[src/verilog/cva_consts.svh]
// Constants for the card voltage class activation block
`ifndef CVA_CONSTS_SVH
`define CVA_CONSTS_SVH
`define CVA_OFS_CTRL     8'h00
`define CVA_OFS_STATUS   8'h04
`define CVA_OFS_IRQ_STAT 8'h08
`define CVA_OFS_IRQ_EN   8'h0C
`define CVA_OFS_IRQ_CLR  8'h10
`define CVA_OFS_CLASSES  8'h14
`define CVA_OFS_ATR_LEN  8'h18
`define CVA_OFS_ATR_BASE 8'h40
`define CVA_CLASS_RST    5'h02
`define CVA_ATR_LEN_RST  5'h0A
`define CVA_ATR_DEPTH    32
`define CVA_ETU_CLKS     9'h174
`define CVA_START_GAP    16'h0190
`define CVA_IRQ_COLD     0
`define CVA_IRQ_WARM     1
`define CVA_IRQ_DONE     2
`define CVA_IRQ_BAD      3
`endif

[src/verilog/cva_pkg.sv]
// Types for the card voltage class activation block
package cva_pkg;
    typedef enum logic [1:0] {
        CVA_IDLE = 2'b00,
        CVA_WAIT = 2'b01,
        CVA_SEND = 2'b10,
        CVA_DONE = 2'b11
    } cva_state_t;
endpackage

[src/verilog/cva_char_tx.sv]
// Character serialiser on the card clock for the answer bytes
`timescale 1ns/1ps
`default_nettype none
`include "cva_consts.svh"
module cva_char_tx (
    // System side
    input  wire logic       clk_sys,
    input  wire logic       rst,
    // Card clock rising edge seen in clk_sys domain
    input  wire logic       cardEdge,
    // Byte request
    input  wire logic       start,
    input  wire logic [7:0] data,
    output logic            busy,
    // Line drive, low when asserted
    output logic            lineLow
);
    logic [8:0] etuCnt_ff;
    logic [3:0] bitCnt_ff;
    logic [9:0] shift_ff;
    logic       busy_ff;

    // Start, eight data bits, even parity
    always_ff @(posedge clk_sys) begin
        if (rst) begin
            busy_ff   <= 1'b0;
            etuCnt_ff <= 9'h000;
            bitCnt_ff <= 4'h0;
            shift_ff  <= 10'h3FF;
        end else if (!busy_ff && start) begin
            busy_ff   <= 1'b1;
            etuCnt_ff <= 9'h000;
            bitCnt_ff <= 4'h0;
            shift_ff  <= {^data, data, 1'b0};
        end else if (busy_ff && cardEdge) begin
            if (etuCnt_ff == `CVA_ETU_CLKS - 9'h001) begin
                etuCnt_ff <= 9'h000;
                shift_ff  <= {1'b1, shift_ff[9:1]};
                // Two extra bit times give the guard time
                if (bitCnt_ff == 4'hB) begin
                    busy_ff <= 1'b0;
                end
                bitCnt_ff <= bitCnt_ff + 4'h1;
            end else begin
                etuCnt_ff <= etuCnt_ff + 9'h001;
            end
        end
    end

    assign busy    = busy_ff;
    assign lineLow = busy_ff & ~shift_ff[0];
endmodule
`default_nettype wire

[src/verilog/cva_card_atr.sv]
// Card side answer-to-reset sequencer with voltage class reporting
//
// The address-and-strobe port and the placing of the registers were decided locally.
`timescale 1ns/1ps
`default_nettype none
`include "cva_consts.svh"
module cva_card_atr (
    // Clock and reset
    input  wire logic        clk_sys,
    input  wire logic        rst,
    // Card contacts, from the terminal
    input  wire logic        cardVccOn,
    input  wire logic        cardRstN,
    input  wire logic        cardClk,
    // Card I/O, open drain
    input  wire logic        ioIn,
    output logic             ioOut,
    output logic             ioOe,
    // Register port
    input  wire logic [7:0]  regAddr,
    input  wire logic [31:0] regWdata,
    input  wire logic        regWr,
    input  wire logic        regRd,
    output logic [31:0]      regRdata,
    // Interrupt and status
    output logic             irq,
    output logic             coldReset
);
    // ********************************************
    // Pin synchronisers
    // ********************************************
    logic [1:0] vccSync_ff;
    logic [1:0] rstSync_ff;
    logic [1:0] clkSync_ff;
    logic [1:0] ioSync_ff;
    logic       clkPrev_ff;
    always_ff @(posedge clk_sys) begin
        if (rst) begin
            vccSync_ff <= 2'b00;
            rstSync_ff <= 2'b00;
            clkSync_ff <= 2'b00;
            ioSync_ff  <= 2'b11;
            clkPrev_ff <= 1'b0;
        end else begin
            vccSync_ff <= {vccSync_ff[0], cardVccOn};
            rstSync_ff <= {rstSync_ff[0], cardRstN};
            clkSync_ff <= {clkSync_ff[0], cardClk};
            ioSync_ff  <= {ioSync_ff[0], ioIn};
            clkPrev_ff <= clkSync_ff[1];
        end
    end
    logic vccOn;
    logic rstRel;
    logic cardEdge;
    assign vccOn    = vccSync_ff[1];
    assign rstRel   = rstSync_ff[1];
    assign cardEdge = clkSync_ff[1] & ~clkPrev_ff;

    // ********************************************
    // Registers
    // ********************************************
    logic [4:0] classes_ff;
    logic [4:0] atrLen_ff;
    logic [7:0] atrMem [0:`CVA_ATR_DEPTH-1];
    logic [3:0] irqEn_ff;
    logic [3:0] irqStat_ff;
    logic [3:0] irqSet;
    logic       enable_ff;
    logic       classBad;
    // Class mask must be one contiguous run of ones
    function automatic logic contig(input logic [4:0] m);
        logic [4:0] low;
        low    = m & (~m + 5'h01);
        contig = (m != 5'h00) && (((m + low) & m) == 5'h00);
    endfunction
    assign classBad = !contig(classes_ff);

    always_ff @(posedge clk_sys) begin
        if (rst) begin
            enable_ff  <= 1'b0;
            classes_ff <= `CVA_CLASS_RST;
            atrLen_ff  <= `CVA_ATR_LEN_RST;
            irqEn_ff   <= 4'h0;
        end else if (regWr) begin
            case (regAddr)
                `CVA_OFS_CTRL:    enable_ff  <= regWdata[0];
                `CVA_OFS_CLASSES: classes_ff <= regWdata[4:0];
                `CVA_OFS_ATR_LEN: atrLen_ff  <= regWdata[4:0];
                `CVA_OFS_IRQ_EN:  irqEn_ff   <= regWdata[3:0];
                default: ;
            endcase
        end
    end
    // Answer string memory, one byte per word from the window base
    // Software composes the T=15 class byte; the block only replays it
    logic [7:0] memOfs;
    assign memOfs = regAddr - `CVA_OFS_ATR_BASE;
    always_ff @(posedge clk_sys) begin
        if (regWr && memOfs < 8'h80) begin
            atrMem[memOfs[6:2]] <= regWdata[7:0];
        end
    end

    // ********************************************
    // Reset kind and answer sequencer
    // ********************************************
    cva_pkg::cva_state_t state_ff;
    logic [15:0] gap_ff;
    logic [4:0]  idx_ff;
    logic        seenReset_ff;
    logic        cold_ff;
    logic        rstPrev_ff;
    logic        seqRst;
    logic        txStart;
    logic        txBusy;
    logic        txLow;
    logic        txPend_ff;
    logic        rstRise;
    logic [7:0]  txByte;
    assign rstRise = rstRel & ~rstPrev_ff;
    // Contact loss or a held reset pin also stops a character mid-frame
    assign seqRst  = rst || !vccOn || !rstRel;
    assign txByte  = atrMem[idx_ff];
    assign txStart = (state_ff == cva_pkg::CVA_SEND) && !txBusy && !txPend_ff;

    // First reset after power-up of contacts is cold
    always_ff @(posedge clk_sys) begin
        if (rst || !vccOn) begin
            seenReset_ff <= 1'b0;
            cold_ff      <= 1'b0;
            rstPrev_ff   <= 1'b0;
        end else begin
            rstPrev_ff <= rstRel;
            if (rstRise) begin
                cold_ff      <= !seenReset_ff;
                seenReset_ff <= 1'b1;
            end
        end
    end

    // Answer goes out first; nothing else may use the line
    always_ff @(posedge clk_sys) begin
        if (seqRst) begin
            state_ff  <= cva_pkg::CVA_IDLE;
            gap_ff    <= 16'h0000;
            idx_ff    <= 5'h00;
            txPend_ff <= 1'b0;
        end else begin
            txPend_ff <= txStart;
            case (state_ff)
                cva_pkg::CVA_IDLE: begin
                    if (enable_ff && !classBad) begin
                        state_ff <= cva_pkg::CVA_WAIT;
                    end
                end
                cva_pkg::CVA_WAIT: begin
                    if (cardEdge) begin
                        gap_ff <= gap_ff + 16'h0001;
                    end
                    if (gap_ff == `CVA_START_GAP) begin
                        state_ff <= cva_pkg::CVA_SEND;
                    end
                end
                cva_pkg::CVA_SEND: begin
                    if (txPend_ff) begin
                        // Byte accepted by serialiser
                    end else if (!txBusy && !txStart) begin
                    end
                    if (txStart && idx_ff == atrLen_ff - 5'h01) begin
                        state_ff <= cva_pkg::CVA_DONE;
                    end else if (txStart) begin
                        idx_ff <= idx_ff + 5'h01;
                    end
                end
                cva_pkg::CVA_DONE: ;
                default: state_ff <= cva_pkg::CVA_IDLE;
            endcase
        end
    end

    cva_char_tx u_tx (
        .clk_sys (clk_sys),
        .rst     (seqRst),
        .cardEdge(cardEdge),
        .start   (txStart),
        .data    (txByte),
        .busy    (txBusy),
        .lineLow (txLow)
    );

    // ********************************************
    // Interrupts and outputs
    // ********************************************
    logic doneEdge_ff;
    always_ff @(posedge clk_sys) begin
        if (rst) begin
            doneEdge_ff <= 1'b0;
        end else begin
            doneEdge_ff <= (state_ff == cva_pkg::CVA_DONE) && !txBusy;
        end
    end
    assign irqSet[`CVA_IRQ_COLD] = rstRise && !seenReset_ff;
    assign irqSet[`CVA_IRQ_WARM] = rstRise && seenReset_ff;
    assign irqSet[`CVA_IRQ_DONE] = (state_ff == cva_pkg::CVA_DONE) && !txBusy
                                   && !doneEdge_ff;
    assign irqSet[`CVA_IRQ_BAD]  = classBad && enable_ff;
    // Set wins over a clear in the same cycle
    always_ff @(posedge clk_sys) begin
        if (rst) begin
            irqStat_ff <= 4'h0;
        end else begin
            irqStat_ff <= (irqStat_ff & ~((regWr && regAddr ==
                          `CVA_OFS_IRQ_CLR) ? regWdata[3:0] : 4'h0)) | irqSet;
        end
    end

    logic [31:0] rdata_ff;
    logic        irq_ff;
    logic        ioOe_ff;
    logic        cold_o_ff;
    always_ff @(posedge clk_sys) begin
        if (rst) begin
            rdata_ff  <= 32'h00000000;
            irq_ff    <= 1'b0;
            ioOe_ff   <= 1'b0;
            cold_o_ff <= 1'b0;
        end else begin
            irq_ff    <= |(irqStat_ff & irqEn_ff);
            ioOe_ff   <= txLow;
            cold_o_ff <= cold_ff;
            rdata_ff  <= 32'h00000000;
            if (regRd) begin
                case (regAddr)
                    `CVA_OFS_CTRL:     rdata_ff <= {31'h0, enable_ff};
                    `CVA_OFS_STATUS:   rdata_ff <= {26'h0, ioSync_ff[1],
                        classBad, cold_ff, state_ff, vccOn};
                    `CVA_OFS_IRQ_STAT: rdata_ff <= {28'h0, irqStat_ff};
                    `CVA_OFS_IRQ_EN:   rdata_ff <= {28'h0, irqEn_ff};
                    `CVA_OFS_CLASSES:  rdata_ff <= {27'h0, classes_ff};
                    `CVA_OFS_ATR_LEN:  rdata_ff <= {27'h0, atrLen_ff};
                    default: ;
                endcase
            end
        end
    end
    assign regRdata  = rdata_ff;
    assign irq       = irq_ff;
    assign ioOe      = ioOe_ff;
    assign ioOut     = 1'b0;
    assign coldReset = cold_o_ff;

    // ********************************************
    // Checks
    // ********************************************
    no_early_tx_a: assert property (@(posedge clk_sys) disable iff (rst)
        txBusy |-> (state_ff == cva_pkg::CVA_SEND ||
        state_ff == cva_pkg::CVA_DONE))
        else $error("line driven outside answer");
    bad_mask_a: assert property (@(posedge clk_sys) disable iff (rst)
        classBad |-> state_ff != cva_pkg::CVA_WAIT || $past(state_ff) ==
        cva_pkg::CVA_WAIT)
        else $error("answer started with gapped class mask");
    cold_first_a: assert property (@(posedge clk_sys) disable iff (rst)
        (rstRise && !seenReset_ff && vccOn) |=> cold_ff)
        else $error("first reset not cold");
    warm_later_a: assert property (@(posedge clk_sys) disable iff (rst)
        (rstRise && seenReset_ff && vccOn) |=> !cold_ff)
        else $error("later reset not warm");
    irq_level_a: assert property (@(posedge clk_sys) disable iff (rst)
        |(irqStat_ff & irqEn_ff) |=> irq)
        else $error("interrupt not raised");
    set_wins_a: assert property (@(posedge clk_sys) disable iff (rst)
        irqSet[`CVA_IRQ_COLD] |=> irqStat_ff[`CVA_IRQ_COLD])
        else $error("event lost");
    oe_follows_a: assert property (@(posedge clk_sys) disable iff (rst)
        txLow |=> ioOe)
        else $error("line drive lost");
    mask_read_a: assert property (@(posedge clk_sys) disable iff (rst)
        (regRd && regAddr == `CVA_OFS_CLASSES) |=> regRdata[4:0] ==
        $past(classes_ff))
        else $error("class mask readback wrong");
    cold_c: cover property (@(posedge clk_sys) irqSet[`CVA_IRQ_COLD]);
    warm_c: cover property (@(posedge clk_sys) irqSet[`CVA_IRQ_WARM]);
    done_c: cover property (@(posedge clk_sys) irqSet[`CVA_IRQ_DONE]);
endmodule
`default_nettype wire

[config.mk]
export PLATFORM = sky130hd
export DESIGN_NAME = cva_card_atr
export DESIGN_NICKNAME = d
export VERILOG_FILES = /design/src/verilog/cva_pkg.sv /design/src/verilog/cva_char_tx.sv /design/src/verilog/cva_card_atr.sv
export VERILOG_INCLUDE_DIRS = /design/src /design/src/verilog
export SDC_FILE = /design/constraint.sdc
export NUM_CORES = 1
export LEC_CHECK = 0
export ABC_AREA = 1
export BUFFER_PORTS_ARGS = -buffer_cell sky130_fd_sc_hd__buf_2
export CAP_MARGIN = 20
export CELL_PAD_IN_SITES_DETAIL_PLACEMENT = 1
export CELL_PAD_IN_SITES_GLOBAL_PLACEMENT = 2
export CORE_MARGIN = 4
export CORE_UTILIZATION = 43
export DETAILED_ROUTE_END_ITERATION = 10
export PLACE_DENSITY = 0.9
export SYNTH_ARGS = -nofsm -noshare
export SYNTH_HDL_FRONTEND = slang
export SYNTH_SLANG_ARGS = --single-unit
[constraint.sdc]
create_clock -name clk_sys -period 5.3 [get_ports clk_sys]
set_clock_uncertainty 0.2 [all_clocks]
set_input_delay 1.06 -clock clk_sys [delete_from_list [all_inputs] [get_ports clk_sys]]
set_output_delay 1.06 -clock clk_sys [all_outputs]
set_load 0.1 [all_outputs]
==> impl_results.md, run 1 <==
* Largest net degree at the start of global routing at 94
* WL met2 at 18,800 um
* Cells after Synth at 1,518
* I/O pins at 84
* Overall power at around 5.7 mW
* Clock period minus worst slack at 3470 ps
* Core Area at 34,500 sq um
* Finished Layout Cells at 2,017
* Row Count at between 60 and 70
* Crit path kind: reg2reg
* Layout cells sized above 1 at 0.0755
* WL/cell at 18.9 um
* Post CTS Setup Buffer Count at 0
* Hold_ws at 204 ps
* Wirelength, routed at 38,100 um
* DR iter-0 viols at 681
* Gr usage total at 0.199
* Crit path launch type: flip-flop
* Yosys cell types at 42
* Pre-CTS setup slack at 1430 ps
* Post_cts resized at 0
* CTS Hold Bufs at 0
* Top Metal Used: met4
* Vias at about 11,000
* Syn_area_per_cell at 9.92 sq um
* H-tree depth at 2
* Slew margin rel. at 0.306
* Synthesis Warnings at 0
* Worst vdd ir at 278 uV
* Status: finished, final reports clean
* Ys async rst share at 0
* Wire length on met1 at 16,900 um
* Worst EP arrival at 3680 ps
* Sequential share of the synthesized area at 0.635
* Mapped Area at ~15,000 sq um
* Hold Crit Class: reg2reg
* CTS sink cnt at 350
* Unrepaired setup endpoints after global routing: false
* Synth Flop Type: edfxtp_1
* Final hold vios at 0
* Worst-margin pin slew at 1040 ps
* Clock buffer depth at 3
* Pre-Repair DR Iteration Count at 4
* Filler cells at between 3,000 and 4,000
* Area delta synth->final at 9.58%
* Pwr Density at 345 nW/um^2
* First-pass GRT wire length at about 61,000 um
* Starting density of the core at 0.436
* # setup viols final at 0
* Die Wd at 195 um
* Top post-synthesis cells by count: nand2_1 (469), edfxtp_1 (256), nand3_1 (227), dfxtp_1 (94), inv_1 (91)
* Max-cap violations at 0
* Antenna Nets Post-Route at 0
* Vias in the first global route at 11,300
* Die Y at 195 um
* Area contributors post-synth: edfxtp_1 (51%), dfxtp_1 (12%), nand2_1 (12%), nand3_1 (7.5%), inv_1 (2.3%)
* Synth top area share at 0.510
* DRC viols at 0
* Synth area leader: edfxtp_1
* TritonCTS clock tree: built
* DP HPWL at 23,900 um
* Clk_lat worst skew at roughly 530 ps
* Post-synth EDFFs at 256
* Vias per inst at 5.32
* Period utilisation layout at 0.655
* Met3 WL at 1640 um
* GRT overflow at 0
* CTS root buffer: clkbuf_16
* Setup TNS at 0 ps
* Initial antenna violation count at 0
* Min setup slack post-route at 1830 ps
* CP Capture Type: flip-flop
* Worst Path Max Fanout at 71
* Count of pins over their slew limit at 0
* Pleak at 6.13 nW
* Synthesized flop and latch total at 350
* Critical Path RT at 5510 ps
* IO Port Bufs at 32
* R2r setup slk at between 1500 and 2000 ps
* Nets at around 1,600
* Cell Count Post-Placement at 1,951
* RePlAce Congestion at 0.810
* N_diodes at 0
* Clock Pin Slew Worst Setup and Hold Paths at 60 ps
* TritonCTS buffer count at 38
* Die area at roughly 38,000 sq um
* Top-count cell post-synth: nand2_1
* Max Clock Freq at 288 MHz
==> final timing paths <==
check / from / cells after the start / to
max: flip-flop / 19 / u_tx.shift_ff[9]$_SDFFE_PP1P_
min: rstSync_ff[0]$_SDFF_PP0_ / 2 / rstSync_ff[1]$_SDFF_PP0_
max reg2reg: flip-flop / 19 / u_tx.shift_ff[9]$_SDFFE_PP1P_
min reg2reg: rstSync_ff[0]$_SDFF_PP0_ / 2 / rstSync_ff[1]$_SDFF_PP0_
==> cell families (layout without fill, tap and decap cells) <==
kind of cell | count (synthesis) | count (layout) | share of synthesized area
xor+xnor | 5 | 5 | 0.00291
compound gates | 131 | 131 | 0.0483
flops | 350 | 350 | 0.635
buf+inv | 186 | 204 | 0.0672
simple gates | 832 | 832 | 0.235
other cells | 1 | 27 | 0.000249
fa+ha+maj | 13 | 13 | 0.0108
==> layer usage <==
| metal | vias to the layer above | global-route usage |
|---|---|---|
| met5 | - | 0 |
| met4 | 0 | 0.0445 |
| met3 | 59 | 0.0271 |
| met2 | 215 | 0.344 |
| met1 | 5302 | 0.271 |
| li1 | 5147 | - |
==> through the flow <==
step | util | cell area, sq um
after global placement | 0.443 | 15300
after CTS | 0.478 | 16500
after detailed placement | 0.443 | 15300
after floorplan | - | 15200
after global routing | 0.478 | 16500
final | 0.478 | 16500
==> cell type report <==
cell class	count	area, sq um	share of cell area
multi-input combinational	1008	4580	0.277
tap	455	569	0.0345
clock buffer	50	1050	0.0635
clock inverter	16	145	0.00880
sequential	350	9570	0.580
inverter	98	369	0.0224
timing repair buffer	40	220	0.0133
==> placed cells by master, fill, tap and decap left out, types with 8 or more instances in the layout <==
cell / n
nor2_1: 86
a21oi_1: 55
nand2_1: 469
nand3_1: 227
nor3_1: 19
conb_1: 27
inv_1: 91
clkbuf_16: 39
buf_4: 8
dfxtp_1: 92
edfxtp_1: 256
buf_2: 32
ha_1: 13
o21ai_0: 44
==> registers in the layout, summed over array words and instances (netlist names), 2 cells and up, named ones only <==
name / count
atrLen_ff: 5
atrMem: 256
classes_ff: 5
clkSync_ff: 2
gap_ff: 16
idx_ff: 5
ioSync_ff: 2
irqEn_ff: 4
irqStat_ff: 4
regRdata: 6
rstSync_ff: 2
state_ff: 2
u_tx.bitCnt_ff: 4
u_tx.etuCnt_ff: 9
u_tx.shift_ff: 10
vccSync_ff: 2
==> worst max-delay path: stages, from the launching register on <==
cell     delay, ps
dfxtp_4        350
buf_4          590
buf_4          670
nand2_1        120
nand3_1        120
nand3_1        130
nand2_1        140
nand2_1         80
nand2_1         90
nand2_1         40
nand2_1        140
nand2_1         60
nand2_1        120
inv_2           50
nand2_1         50
nand2_1         40
nand2_1         60
nand3_1         70
nand2_1         70
inv_1           40
==> power breakdown <==
part / total [mW] / switching, mW / internal, mW
clock: 2.55 / 1.05 / 1.49
combinational: 0.180 / 0.163 / 0.0173
sequential: 2.96 / 0.00543 / 2.95
total: 5.69 / 1.22 / 4.47
Power figures use the tool's default switching activity.
==> run 2, diff against run 1 <==
--- a/config.mk
+++ b/config.mk
@@ -12,9 +12,9 @@
 export CELL_PAD_IN_SITES_DETAIL_PLACEMENT = 1
 export CELL_PAD_IN_SITES_GLOBAL_PLACEMENT = 2
 export CORE_MARGIN = 4
-export CORE_UTILIZATION = 43
+export CORE_UTILIZATION = 36
 export DETAILED_ROUTE_END_ITERATION = 10
-export PLACE_DENSITY = 0.9
+export PLACE_DENSITY = 0.81
 export SYNTH_ARGS = -nofsm -noshare
 export SYNTH_HDL_FRONTEND = slang
 export SYNTH_SLANG_ARGS = --single-unit
==> constraint.sdc (replaced) <==
create_clock -name clk_sys -period 2.8 [get_ports clk_sys]
set_clock_uncertainty 0.2 [all_clocks]
set_input_delay 0.56 -clock clk_sys [delete_from_list [all_inputs] [get_ports clk_sys]]
set_output_delay 0.56 -clock clk_sys [all_outputs]
set_load 0.1 [all_outputs]
==> impl_results.md, run 2 (synthesized netlist as in run 1, its figures left out) <==
* Clk_lat worst skew at 540 ps (was 530 ps)
* CP most frequent cell: nand2_1 (unchanged)
* Unrepaired setup endpoints after global routing: false (unchanged)
* Setup TNS at 0 ps (unchanged)
* Largest register FFs at 256 (unchanged)
* Worst vdd ir at 510 uV (was 278 uV)
* CTS sink cnt at 350 (unchanged)
* Sw Pwr at 2.31 mW (was 1.22 mW)
* Area delta synth->final at 13.3% (was 9.58%)
* Max Clock Freq at 409 MHz (was 288 MHz)
* CP max-delay cell: dfxtp_4 (was buf_4)
* Slowest Stage Delay on Critical Path at 380 ps (was 670 ps)
* Antenna Nets Post-Route at 0 (unchanged)
* R2r setup slk at 350 ps (was 1830 ps)
* Layout cells sized above 1 at 0.105 (was 0.0755)
* Wirelength, routed at 39,000 um (was 38,100 um)
* Finished Cell Area at 17,100 sq um (was 16,500 sq um)
* Hold Path Stages at 3 (was 2)
* Crit path kind: reg2reg (unchanged)
* DR iter-0 viols at 532 (was 681)
* Vias in the first global route at 11,400 (was 11,300)
* Crit path launch type: flip-flop (unchanged)
* Core Area at 41,100 sq um (was 34,500 sq um)
* Final core utilization at 0.415 (was 0.478)
* Post CTS Setup Buffer Count at 0 (unchanged)
* Commonest non-fill, non-tap cell in the layout: nand2_1 (unchanged)
* Worst Path Max Fanout at 80 (was 71)
* IO Port Bufs at 32 (unchanged)
* Share of total power in combinational logic at 0.034 (was 0.032)
* Pleak at 6.43 nW (was 6.13 nW)
* TritonCTS buffer count at 38 (unchanged)
* Pwr Density at 620 nW/um^2 (was 345 nW/um^2)
* Gr usage total at 0.175 (was 0.199)
* Die area at 45,200 sq um (was 38,100 sq um)
* Sequential share of power at 0.529 (was 0.520)
* Die Wd at 213 um (was 195 um)
* Die Y at 213 um (was 195 um)
* RePlAce Congestion at 0.806 (was 0.810)
* N_diodes at 0 (unchanged)
* Hold Crit Class: in2reg (was reg2reg)
* Vias at 10,900 (was 10,700)
* Vias per inst at 5.05 (was 5.32)
* Worst EP arrival at 2670 ps (was 3680 ps)
* CP Capture Type: flip-flop (unchanged)
* Nets at 1,653 (was 1,597)
* GRT overflow at 0 (unchanged)
* Clock share of power at 0.437 (was 0.448)
* # setup viols final at 0 (unchanged)
* Filler cells at 4,642 (was 3,917)
* I/O pins at 84 (unchanged)
* Worst-path cell chain: buf_12 > nand2_1 > nand3_1 > nand3_1 > nand2_1 > nand2_1 > nand2_1 > nand2_1 > nand2_1 > nand2_1 > nand2_1 > inv_2 > nand2_1 > nand2_1 > nand2_1 > nand3_1 > nand2_1 > inv_1 (was buf_4 > buf_4 > nand2_1 > nand3_1 > nand3_1 > nand2_1 > nand2_1 > nand2_1 > nand2_1 > nand2_1 > nand2_1 > nand2_1 > inv_2 > nand2_1 > nand2_1 > nand2_1 > nand3_1 > nand2_1 > inv_1)
* Crit Reg-Reg Endpoint: u_tx.shift_ff[9]$_SDFFE_PP1P_ (unchanged)
* First-pass GRT wire length at 62,100 um (was 61,000 um)
* Starting density of the core at 0.366 (was 0.436)
* DRC viols at 0 (unchanged)
* Period utilisation layout at 0.874 (was 0.655)
* WL/cell at 18.2 um (was 18.9 um)
* Worst-margin pin slew at 727 ps (was 1040 ps)
* Switch share at 0.219 (was 0.215)
* Row Count at 74 (was 68)
* Slew margin rel. at 0.515 (was 0.306)
* Critical Path RT at 3020 ps (was 5510 ps)
* Pre-Repair DR Iteration Count at 5 (was 4)
* Clock period minus worst slack at 2450 ps (was 3470 ps)
* Initial antenna violation count at 0 (unchanged)
* R2R cell count at 18 (was 19)
* CTS root buffer: clkbuf_16 (unchanged)
* Placed Area at 15,900 sq um (was 15,300 sq um)
* TritonCTS clock tree: built (unchanged)
* Most frequent cells in the layout: nand2_1 (469), edfxtp_1 (256), nand3_1 (227) (unchanged)
* Clock buffer depth at 3 (unchanged)
* Critical Path Sink: u_tx.shift_ff[9]$_SDFFE_PP1P_ (unchanged)
* Largest net degree at the start of global routing at 81 (was 94)
* Clock Pin Slew Worst Setup and Hold Paths at 60 ps (about the same)
* Max-cap violations at 0 (unchanged)
* H-tree depth at 2 (unchanged)
* Status: finished, final reports clean (unchanged)
* Final hold vios at 0 (unchanged)
* DP HPWL at 25,300 um (was 23,900 um)
* Count of pins over their slew limit at 0 (unchanged)
* Pint at 8.27 mW (was 4.47 mW)
run 2: cell count changes in the layout (fill, tap and decap cells not counted), sizes merged:
| cell | change |
|---|---|
| bufinv | -2 |
| clkbuf | +1 |
| dlygate4sd3 | +1 |
| buf | +55 |
run 2: final cells by class:
| cell class | count | area [sq um] | area share |
|---|---|---|---|
| sequential | 350 | 9570 | 0.561 |
| multi-input combinational | 1008 | 4580 | 0.268 |
| clock buffer | 51 | 1050 | 0.0613 |
| timing repair buffer | 96 | 743 | 0.0435 |
| tap | 532 | 666 | 0.0390 |
| inverter | 98 | 369 | 0.0216 |
| clock inverter | 14 | 92.6 | 0.00543 |
run 2: worst max-delay path: cells and delay by family (launching register included):
family                 cells  cell delay (ps)
buffers and inverters      3              400
flip-flops                 1              380
AND/OR/NAND/NOR           15             1300
run 2: timing repair:
item,4_1_cts,5_1_grt
endpoints found under the hold margin,1,0
hold buffers,1,0
gates resized for setup,0,0
run 2: metrics by stage:
stage / power (mW) / hold slack, ps / cells / setup slack, ps
after floorplan: 5.96 / 188 / 1544 / 614
after global placement: 6.06 / 193 / 2083 / 301
after detailed placement: 6.07 / 198 / 2083 / 219
after CTS: 10.7 / 0.802 / 2149 / 316
after global routing: 11.0 / 8.98 / 2149 / 61.0
final: 10.6 / 26.5 / 2149 / 353
run 2: worst min path at each step:
stage	start	endpoint	slack, ps
6_report	cardRstN	rstSync_ff[0]$_SDFF_PP0_	30
3_5_place_dp	ioSync_ff[0]$_SDFF_PP1_	ioSync_ff[1]$_SDFF_PP1_	200
5_1_grt	cardRstN	rstSync_ff[0]$_SDFF_PP0_	9
3_3_place_gp	rstSync_ff[0]$_SDFF_PP0_	rstSync_ff[1]$_SDFF_PP0_	190
4_1_cts	cardRstN	rstSync_ff[0]$_SDFF_PP0_	0.8
2_1_floorplan	clkSync_ff[0]$_SDFF_PP0_	clkSync_ff[1]$_SDFF_PP0_	190
run 2: metal layers:
| metal | wire, um | share of wire | track usage |
|---|---|---|---|
| met5 | 0 | 0 | 0 |
| met4 | 994 | 0.025 | 0.0531 |
| met3 | 1470 | 0.038 | 0.0257 |
| met2 | 19100 | 0.49 | 0.301 |
| met1 | 17500 | 0.45 | 0.231 |
run 2: power by group through the flow:
stage | Sequential (mW) | Clock, mW | Combinational (mW)
after floorplan | 5.71 | 0 | 0.251
after global placement | 5.71 | 0 | 0.351
after detailed placement | 5.71 | 0 | 0.358
after CTS | 5.60 | 4.75 | 0.360
after global routing | 5.60 | 4.98 | 0.381
final | 5.60 | 4.63 | 0.358
